===== src/hw/timer_a_pkg.sv =====
// Behaviour
// - counter, period, compares, buffers 16 bits, flagged
// - compare count with zero, top, compares
// - hit effects appear on next timer tick
// - tick from prescaled clock or events
// - zero point when count becomes zero
// - maximum when every count bit is one
// - peak when count equals sequence top
// - update point copies valid buffers unless locked
// - enable starts counting at selected rate
// - event enable counts events, not clock ticks
// - counting up wraps to zero after peak
// - counting down reloads sequence top at zero
// - software count write wins, takes effect immediately
// - normal counting follows direction bit, prescaled ticks
// - direction write accepted anytime, used at once
// - events steer direction and restart counting
// - split mode gives two 8-bit counters
// - buffer write sets valid, update clears it
package timer_a_pkg;
    localparam int DATA_W = 16;
    localparam int ADDR_W = 4;
    localparam int HALF_W = 8;
    localparam int CH_N = 3;
    localparam int PRESC_W = 10;
    localparam logic [ADDR_W-1:0] ADDR_CTRL_A = 4'h0;
    localparam logic [ADDR_W-1:0] ADDR_CTRL_B = 4'h1;
    localparam logic [ADDR_W-1:0] ADDR_CTRL_E = 4'h2;
    localparam logic [ADDR_W-1:0] ADDR_EV_CTRL = 4'h3;
    localparam logic [ADDR_W-1:0] ADDR_STATUS = 4'h4;
    localparam logic [ADDR_W-1:0] ADDR_COUNT = 4'h5;
    localparam logic [ADDR_W-1:0] ADDR_PERIOD = 4'h6;
    localparam logic [ADDR_W-1:0] ADDR_PERIOD_BUF = 4'h7;
    localparam logic [ADDR_W-1:0] ADDR_CMP0 = 4'h8;
    localparam logic [ADDR_W-1:0] ADDR_CMPBUF0 = 4'hB;
    localparam int CA_ENABLE = 0;
    localparam int CA_CLOCK_SELECT = 1;
    localparam int CA_SPLIT = 4;
    localparam int CB_WAVE = 0;
    localparam int CE_DIR = 0;
    localparam int CE_LOCK = 1;
    localparam int EV_COUNT = 0;
    localparam int EV_DIR = 1;
    localparam int EV_RESTART = 2;
    localparam logic [DATA_W-1:0] ZERO16 = 16'h0000;
    localparam logic [DATA_W-1:0] ONE16 = 16'h0001;
    localparam logic [DATA_W-1:0] MAX16 = 16'hFFFF;
    localparam logic [DATA_W-1:0] PERIOD_RESET = 16'hFFFF;
    localparam logic [HALF_W-1:0] ZERO8 = 8'h00;
    localparam logic [HALF_W-1:0] MAX8 = 8'hFF;
    localparam logic [PRESC_W-1:0] PRESC_ZERO = 10'h000;
    localparam logic [PRESC_W-1:0] PRESC_ONE = 10'h001;
    typedef enum logic [1:0] {
        WAVE_NORMAL = 2'h0,
        WAVE_FREQ = 2'h1,
        WAVE_SINGLE = 2'h2,
        WAVE_DUAL = 2'h3
    } wave_mode_t;
    typedef struct packed {
        logic enable;
        logic [2:0] clock_select;
        logic split;
        wave_mode_t wave_mode;
        logic dir;
        logic lock_update;
        logic count_event_input_enable;
        logic dir_event_enable;
        logic restart_event_enable;
    } ctrl_t;
    typedef struct packed {
        logic [2*CH_N-1:0] match;
        logic [1:0] peak;
        logic [1:0] maximum;
        logic [1:0] zero;
    } tick_events_t;
    // ratio per clock select: 1,2,4,8,16,64,256,1024
    function automatic logic [PRESC_W-1:0] div_mask(input logic [2:0] sel);
        unique case (sel)
            3'h0: div_mask = 10'h000;
            3'h1: div_mask = 10'h001;
            3'h2: div_mask = 10'h003;
            3'h3: div_mask = 10'h007;
            3'h4: div_mask = 10'h00F;
            3'h5: div_mask = 10'h03F;
            3'h6: div_mask = 10'h0FF;
            3'h7: div_mask = 10'h3FF;
        endcase
    endfunction
endpackage


===== src/hw/timer_a_base_counter.sv =====
// Design decisions made here: the address-and-strobe port and the address map.
`timescale 1ns/1ps
module timer_a_base_counter
    import timer_a_pkg::*;
(
    input wire logic clock_i,
    input wire logic arst_n_i,
    input wire logic [ADDR_W-1:0] address_i,
    input wire logic [DATA_W-1:0] write_data_i,
    input wire logic write_strobe_i,
    input wire logic read_strobe_i,
    output logic [DATA_W-1:0] read_data_o,
    input wire logic count_event_i,
    input wire logic direction_event_i,
    input wire logic restart_event_i,
    output tick_events_t tick_events_o,
    output logic [2*CH_N-1:0] waveform_out_o
);
    ctrl_t ctrl;
    logic [DATA_W-1:0] count;
    logic [DATA_W-1:0] period;
    logic [DATA_W-1:0] period_buffer;
    logic period_valid;
    logic [CH_N-1:0][DATA_W-1:0] compare_value;
    logic [CH_N-1:0][DATA_W-1:0] compare_buffer;
    logic [CH_N-1:0] compare_valid;
    logic [PRESC_W-1:0] presc;

    function automatic logic [DATA_W-1:0] step(
        input logic [DATA_W-1:0] v,
        input logic [DATA_W-1:0] top,
        input logic up
    );
        if (up) begin
            step = (v == top) ? ZERO16 : v + ONE16;
        end else begin
            step = (v == ZERO16) ? top : v - ONE16;
        end
    endfunction

    function automatic logic wave_fn(
        input wave_mode_t mode,
        input logic cur,
        input logic m,
        input logic z
    );
        unique case (mode)
            WAVE_NORMAL: wave_fn = 1'h0;
            WAVE_FREQ: wave_fn = m ? ~cur : cur;
            WAVE_SINGLE: wave_fn = m ? 1'h0 : (z ? 1'h1 : cur);
            WAVE_DUAL: wave_fn = m ? ~cur : cur;
        endcase
    endfunction

    logic wr_ctrl_a;
    logic wr_ctrl_b;
    logic wr_ctrl_e;
    logic wr_ev_ctrl;
    logic wr_count;
    logic wr_period;
    logic wr_period_buf;
    logic [CH_N-1:0] wr_cmp;
    logic [CH_N-1:0] wr_cmp_buf;
    assign wr_ctrl_a = write_strobe_i && (address_i == ADDR_CTRL_A);
    assign wr_ctrl_b = write_strobe_i && (address_i == ADDR_CTRL_B);
    assign wr_ctrl_e = write_strobe_i && (address_i == ADDR_CTRL_E);
    assign wr_ev_ctrl = write_strobe_i && (address_i == ADDR_EV_CTRL);
    assign wr_count = write_strobe_i && (address_i == ADDR_COUNT);
    assign wr_period = write_strobe_i && (address_i == ADDR_PERIOD);
    assign wr_period_buf = write_strobe_i && (address_i == ADDR_PERIOD_BUF);

    // new direction applies from the next tick on
    logic down;
    logic up;
    assign down = ctrl.dir_event_enable ? direction_event_i : ctrl.dir;
    assign up = ~down;

    logic [PRESC_W-1:0] mask;
    logic prescale_hit;
    logic tick;
    logic restart;
    assign mask = div_mask(ctrl.clock_select);
    assign prescale_hit = (presc & mask) == mask;
    // event counting bypasses the prescaler entirely
    assign tick = ctrl.enable && (ctrl.count_event_input_enable ?
        count_event_i : prescale_hit);
    assign restart = ctrl.enable && ctrl.restart_event_enable && restart_event_i;

    logic [DATA_W-1:0] top16;
    assign top16 = (ctrl.wave_mode == WAVE_FREQ) ? compare_value[0] : period;

    logic [1:0] zero_hit;
    logic [1:0] peak_hit;
    logic [1:0] max_hit;
    logic [2*CH_N-1:0] match_hit;
    assign zero_hit[0] = ctrl.split ? (count[HALF_W-1:0] == ZERO8) :
        (count == ZERO16);
    assign zero_hit[1] = ctrl.split && (count[DATA_W-1:HALF_W] == ZERO8);
    assign peak_hit[0] = ctrl.split ? (count[HALF_W-1:0] == period[HALF_W-1:0]) :
        (count == top16);
    assign peak_hit[1] = ctrl.split &&
        (count[DATA_W-1:HALF_W] == period[DATA_W-1:HALF_W]);
    assign max_hit[0] = ctrl.split ? (count[HALF_W-1:0] == MAX8) :
        (count == MAX16);
    assign max_hit[1] = ctrl.split && (count[DATA_W-1:HALF_W] == MAX8);

    logic [2*CH_N-1:0] wave_q;
    logic [2*CH_N-1:0] next_wave;

    genvar gi;
    generate
        for (gi = 0; gi < CH_N; gi++) begin : g_chan
            assign wr_cmp[gi] = write_strobe_i &&
                (address_i == ADDR_CMP0 + ADDR_W'(gi));
            assign wr_cmp_buf[gi] = write_strobe_i &&
                (address_i == ADDR_CMPBUF0 + ADDR_W'(gi));
            assign match_hit[gi] = ctrl.split ?
                (count[HALF_W-1:0] == compare_value[gi][HALF_W-1:0]) :
                (count == compare_value[gi]);
            assign match_hit[gi+CH_N] = ctrl.split &&
                (count[DATA_W-1:HALF_W] == compare_value[gi][DATA_W-1:HALF_W]);
        end
        for (gi = 0; gi < 2*CH_N; gi++) begin : g_wave
            localparam int H = gi / CH_N;
            logic active;
            assign active = (gi < CH_N) || ctrl.split;
            assign next_wave[gi] = !active ? 1'h0 :
                tick ? wave_fn(ctrl.wave_mode, wave_q[gi], match_hit[gi],
                zero_hit[H]) : wave_q[gi];
        end
    endgenerate

    tick_events_t hits;
    assign hits = '{match: match_hit, peak: peak_hit, maximum: max_hit, zero: zero_hit};

    // the counter steps from the value reached at the previous tick
    logic [DATA_W-1:0] step_full;
    logic [DATA_W-1:0] step_lo;
    logic [DATA_W-1:0] step_hi;
    logic [DATA_W-1:0] next_tick_count;
    logic [DATA_W-1:0] next_count;
    assign step_full = step(count, top16, up);
    assign step_lo = step({ZERO8, count[HALF_W-1:0]}, {ZERO8, period[HALF_W-1:0]}, up);
    assign step_hi = step({ZERO8, count[DATA_W-1:HALF_W]},
        {ZERO8, period[DATA_W-1:HALF_W]}, up);
    assign next_tick_count = ctrl.split ?
        {step_hi[HALF_W-1:0], step_lo[HALF_W-1:0]} : step_full;
    // software write beats restart, which beats counting
    assign next_count = wr_count ? write_data_i :
        restart ? ZERO16 :
        tick ? next_tick_count : count;

    // split halves share the low half's update point
    logic at_peak_mode;
    logic update;
    assign at_peak_mode = (ctrl.wave_mode == WAVE_NORMAL) || (ctrl.wave_mode == WAVE_FREQ);
    assign update = tick && !ctrl.lock_update &&
        (at_peak_mode ? peak_hit[0] : zero_hit[0]);

    logic [DATA_W-1:0] next_period;
    logic next_period_valid;
    assign next_period = wr_period ? write_data_i :
        (update && period_valid) ? period_buffer : period;
    // a buffer write in the update cycle keeps its flag set
    assign next_period_valid = wr_period_buf ? 1'h1 :
        update ? 1'h0 : period_valid;

    logic [DATA_W-1:0] status_word;
    assign status_word = {{(DATA_W-2-CH_N-1){1'h0}}, ctrl.enable, down,
        compare_valid, period_valid};

    logic [DATA_W-1:0] read_word;
    always_comb begin
        read_word = ZERO16;
        unique case (address_i)
            ADDR_CTRL_A: begin
                read_word[CA_ENABLE] = ctrl.enable;
                read_word[CA_CLOCK_SELECT +: 3] = ctrl.clock_select;
                read_word[CA_SPLIT] = ctrl.split;
            end
            ADDR_CTRL_B: read_word[CB_WAVE +: 2] = ctrl.wave_mode;
            ADDR_CTRL_E: begin
                read_word[CE_DIR] = ctrl.dir;
                read_word[CE_LOCK] = ctrl.lock_update;
            end
            ADDR_EV_CTRL: begin
                read_word[EV_COUNT] = ctrl.count_event_input_enable;
                read_word[EV_DIR] = ctrl.dir_event_enable;
                read_word[EV_RESTART] = ctrl.restart_event_enable;
            end
            ADDR_STATUS: read_word = status_word;
            ADDR_COUNT: read_word = count;
            ADDR_PERIOD: read_word = period;
            ADDR_PERIOD_BUF: read_word = period_buffer;
            ADDR_CMP0: read_word = compare_value[0];
            ADDR_CMP0 + 4'h1: read_word = compare_value[1];
            ADDR_CMP0 + 4'h2: read_word = compare_value[2];
            ADDR_CMPBUF0: read_word = compare_buffer[0];
            ADDR_CMPBUF0 + 4'h1: read_word = compare_buffer[1];
            ADDR_CMPBUF0 + 4'h2: read_word = compare_buffer[2];
            default: read_word = ZERO16;
        endcase
    end

    always_ff @(posedge clock_i or negedge arst_n_i) begin
        if (!arst_n_i) begin
            ctrl <= '0;
        end else begin
            if (wr_ctrl_a) begin
                ctrl.enable <= write_data_i[CA_ENABLE];
                ctrl.clock_select <= write_data_i[CA_CLOCK_SELECT +: 3];
                ctrl.split <= write_data_i[CA_SPLIT];
            end
            if (wr_ctrl_b) begin
                ctrl.wave_mode <= wave_mode_t'(write_data_i[CB_WAVE +: 2]);
            end
            if (wr_ctrl_e) begin
                ctrl.dir <= write_data_i[CE_DIR];
                ctrl.lock_update <= write_data_i[CE_LOCK];
            end
            if (wr_ev_ctrl) begin
                ctrl.count_event_input_enable <= write_data_i[EV_COUNT];
                ctrl.dir_event_enable <= write_data_i[EV_DIR];
                ctrl.restart_event_enable <= write_data_i[EV_RESTART];
            end
        end
    end

    // prescaler restarts from zero so the first tick has a full ratio
    always_ff @(posedge clock_i or negedge arst_n_i) begin
        if (!arst_n_i) begin
            presc <= PRESC_ZERO;
        end else if (!ctrl.enable || restart) begin
            presc <= PRESC_ZERO;
        end else begin
            presc <= presc + PRESC_ONE;
        end
    end

    always_ff @(posedge clock_i or negedge arst_n_i) begin
        if (!arst_n_i) begin
            count <= ZERO16;
            period <= PERIOD_RESET;
            period_buffer <= PERIOD_RESET;
            period_valid <= 1'h0;
        end else begin
            count <= next_count;
            period <= next_period;
            period_valid <= next_period_valid;
            if (wr_period_buf) begin
                period_buffer <= write_data_i;
            end
        end
    end

    always_ff @(posedge clock_i or negedge arst_n_i) begin
        if (!arst_n_i) begin
            compare_value <= '0;
            compare_buffer <= '0;
            compare_valid <= '0;
        end else begin
            for (int i = 0; i < CH_N; i++) begin
                if (wr_cmp[i]) begin
                    compare_value[i] <= write_data_i;
                end else if (update && compare_valid[i]) begin
                    compare_value[i] <= compare_buffer[i];
                end
                if (wr_cmp_buf[i]) begin
                    compare_buffer[i] <= write_data_i;
                    compare_valid[i] <= 1'h1;
                end else if (update) begin
                    compare_valid[i] <= 1'h0;
                end
            end
        end
    end

    always_ff @(posedge clock_i or negedge arst_n_i) begin
        if (!arst_n_i) begin
            wave_q <= '0;
            tick_events_o <= '0;
            read_data_o <= ZERO16;
        end else begin
            wave_q <= next_wave;
            tick_events_o <= tick ? hits : '0;
            read_data_o <= read_strobe_i ? read_word : ZERO16;
        end
    end

    assign waveform_out_o = wave_q;
endmodule


===== config.mk =====
export PLATFORM = sky130hd
export DESIGN_NAME = timer_a_base_counter
export DESIGN_NICKNAME = d
export VERILOG_FILES = /design/src/hw/timer_a_pkg.sv /design/src/hw/timer_a_base_counter.sv
export SDC_FILE = /design/constraint.sdc
export NUM_CORES = 1
export LEC_CHECK = 0
export ABC_AREA = 1
export CORE_AREA = 2 2 141 143
export CTS_BUF_LIST = sky130_fd_sc_hd__clkbuf_8
export CTS_CLUSTER_DIAMETER = 100
export CTS_CLUSTER_SIZE = 10
export DETAILED_ROUTE_END_ITERATION = 7
export DIE_AREA = 0 0 143 145
export DONT_BUFFER_PORTS = 1
export PLACE_DENSITY = 0.82
export SYNTH_ARGS = -nofsm -noshare
export SYNTH_HDL_FRONTEND = slang
export SYNTH_SLANG_ARGS = --single-unit

===== constraint.sdc =====
create_clock -name clock_i -period 2.7 [get_ports clock_i]
set_input_delay 0.405 -clock clock_i [delete_from_list [all_inputs] [get_ports clock_i]]
set_output_delay 0.405 -clock clock_i [all_outputs]
set_load 0.03 [all_outputs]

==> results.yml <==
run_status:
  status: "finished with violations"
  violations: "negative hold slack"
route:
  top_layer: "met4"
  wl_per_cell_um: 19.80
  dr.pass1.iters: 6
  wl_met1_mm: 17.12
  drcViolationCount: 0
  routed-wl-met3_mm: 4.697
  route.met2.wl_mm: 17.97
  vias: 13030
  postRouteAntennaNets: 0
  drtIter0Drc: 1520
  via_per_inst: 6.231
  wirelength_mm: 41.39
synthesis:
  synth_edf_count: 0
  synth_sequential_area_ratio: 0.4062
  synth-main-ff-cell: "dfrtp_1"
  ys_ff_latch: 204
  yosysUniqueCellTypes: 48
  syn_avg_cell_area_um2: 7.063
  synth_async_sr_flop_share: 1.000
  yosysWarnings: 0
  syn_nets: 1825
  syn_inst: 1793
  syn_area_um2: 12660
worst_setup_path:
  cp_max_fo: 13
  r2r_cells: 15
  cp.required_ns: 3.15
  path_class: "flip-flop to flip-flop"
  end_kind: "flip-flop"
  arrival_ns: 2.94
  cp-start-kind: "flip-flop"
finish:
  drive_gt1_frac: 0.09091
  antenna_cells: 0
  final_cells: 2091
  syn_to_final_growth_pct: 7.814
  fill_cells: 1650
  fin_nets: 1841
  seqCellArea_um2: 5147
  multi_input_area_um2: 6589
timing:
  fin_setup_tns_ns: 0
  hold_violations: 204
  fmax_mhz: 401.0
  period_share: 0.9236
  skew_ns: 0.02354
  min_period_ns: 2.494
  rsz0062_at_grt: "no"
  tightestPinTransition_ns: 0.5962
  whs_ns: -0.4727
  setup_viol: 0
  slew_violations: 0
  max_slew_margin: 0.6025
pwr:
  p_per_area_nw_per_um2: 902.6
  seq_power_share: 0.405
  vdd_drop_max_mv: 0.6212
  p_leak_nw: 6.744
  p_int_mw: 6.819
  power_frac_clock: 0.161
  p_switching_mw: 5.505
  power_switching_share: 0.4467
  pwr-share-comb: 0.434
floorplanning:
  dieArea_um2: 20740
  rows: 51
  pin_count: 61
  start_util: 0.6594
  die_w_um: 143
  die_y_um: 145
  core_um2: 19210
job:
  cap_viol_max_count: 0
clock_tree:
  cts.htree.levels: 1
  cts_hold_buf: 3
  clk_path_buf_depth: 3
  cts_tree: "built"
  numCtsBuffers: 24
  clk_pin_slew_ns: 0.08
  clock_latency_ns: 0.57
  cts_root_buf: "clkbuf_8"
  clock_sinks: 204
placement:
  io_buffer_count: 0
  dp_hpwl_mm: 30.18
  gp_congestion: 0.9625
  placed_cells: 2039
min_path:
  hold_path_class: "input port to asynchronous set/reset pin"
global_route:
  grt-ovfl-total: 0
  grt_pass1_wl_mm: 65.84
  grt_pass1_vias: 11970
  grtUsageTotal: 0.4043
  grt_max_degree: 205
  antenna_found_initial: 0
-- sequential cells by signal, indices dropped and copies added, names as in the netlist --
signal / flops
compare_buffer: 48
compare_valid: 3
tick_events_o: 12
compare_value: 48
g_wave.active: 1
period_buffer: 16
read_data_o: 16
waveform_out_o: 6
period_valid: 1
presc: 10
ctrl: 11
period: 16
count: 16
-- worst max-delay path: stages (launching register included) --
cell      delay (ns)
dfrtp_2         0.44
clkinv_4        0.14
buf_4           0.22
nand3_1         0.10
nand2_1         0.09
nand2_1         0.06
nand2_1         0.05
nor2_1          0.14
nand2_1         0.11
nor2_4          0.14
nand3_4         0.15
nand3_4         0.21
nand3_4         0.16
buf_4           0.20
nand3_1         0.08
nand2_1         0.07
-- path summary, 6_finish.rpt --
check,startpoint,end,slack [ns]
max,ctrl[6],compare_value[40],0.21
min,arst_n_i,count[15],-0.47
max reg2reg,ctrl[6],compare_value[40],0.21
min reg2reg,period_buffer[7],period_buffer[7],0.50
max in group asynchronous,arst_n_i,period_buffer[1],2.74
min in group clock_i,write_strobe_i,compare_buffer[3],0.04
-- repair_timing --
| item | CTS | global route |
|---|---|---|
| endpoints found under the hold margin | 215 | 204 |
| endpoints found under the setup margin | 0 | 75 |
| resized for setup | 0 | 7 |
| buffers inserted | 0 | 6 |
-- cell usage in the layout, fill, tap and decap left out, drive strengths merged, types with 2 or more instances in the layout --
cell / instances
nand2: 612
o21ai: 186
dfrtp: 172
nand3: 153
inv: 150
nor2: 147
buf: 76
a21oi: 58
xnor2: 33
dfstp: 32
xor2: 27
clkbuf: 24
nand4: 24
a221oi: 23
o22ai: 20
nor3: 14
clkinv: 12
a22o: 9
o211ai: 9
a31oi: 8
a41oi: 5
a211oi: 5
ha: 5
or2: 3
dlygate4sd3: 3
and3: 2
o21a: 2
nor3b: 2
o221ai: 2
nand3b: 2
-- synth_stat cells, drive strengths merged (3+ instances only) --
cell type,number,share of area
a31oi,8,0.0040
o211ai,9,0.0053
ha,5,0.0049
o22ai,20,0.0099
buf,42,0.019
clkbuf,47,0.014
or2,3,0.0015
xnor2,33,0.023
nor3,14,0.0055
xor2,27,0.019
a41oi,5,0.0035
a22o,9,0.0062
dfstp,32,0.066
nand3,153,0.067
nand2,612,0.18
nor2,147,0.047
nand4,24,0.012
a221oi,23,0.016
inv,134,0.040
o21ai,186,0.074
clkinv,9,0.0027
a211oi,5,0.0030
a21oi,58,0.023
dfrtp,172,0.34
-- power groups by stage --
stage / logic (mW) / clock network (mW) / registers, mW
after floorplan: 3.81 / 0 / 4.71
after global placement: 5.06 / 0 / 4.96
after detailed placement: 5.16 / 0 / 5.00
after CTS: 5.20 / 2.01 / 4.94
after global routing: 5.93 / 2.12 / 5.09
final: 5.34 / 1.99 / 4.99
-- cells by family after synthesis --
kind of cell	after synthesis	share of synthesized area
buf+inv	232	0.07558
compound gates	332	0.1500
simple gates	960	0.3218
fa+ha+maj	5	0.004940
xor+xnor	60	0.04149
flops	204	0.4062
-- final cells by class --
type                       instances  share of cell area
multi-input combinational       1357              0.4825
inverter                         143             0.03968
clock inverter                    19            0.006506
tap                              265             0.02428
sequential                       204              0.3770
clock buffer                      24             0.02419
timing repair buffer              79             0.04582
-- metrics by stage --
step / hold slack, ns / util / power [mW] / area, um2 / setup WS (ns)
after floorplan: 0.1094 / - / 8.520 / 12660 / 0.3255
after global placement: 0.1131 / 0.6830 / 10.02 / 13120 / 0.1931
after detailed placement: 0.1147 / 0.6830 / 10.16 / 13120 / 0.1142
after CTS: -0.4929 / 0.7063 / 12.14 / 13570 / 0.07750
after global routing: -0.4870 / 0.7109 / 13.14 / 13650 / 0.007130
final: -0.4727 / 0.7109 / 12.32 / 13650 / 0.2064
-- per-layer routing --
layer  global-route usage  up-vias
met3              0.07195      126
met4               0.1470        0
met5                    0        -
met1               0.5940     6089
met2               0.6000      883
li1                     -     5932
Power figures use the tool's default switching activity.
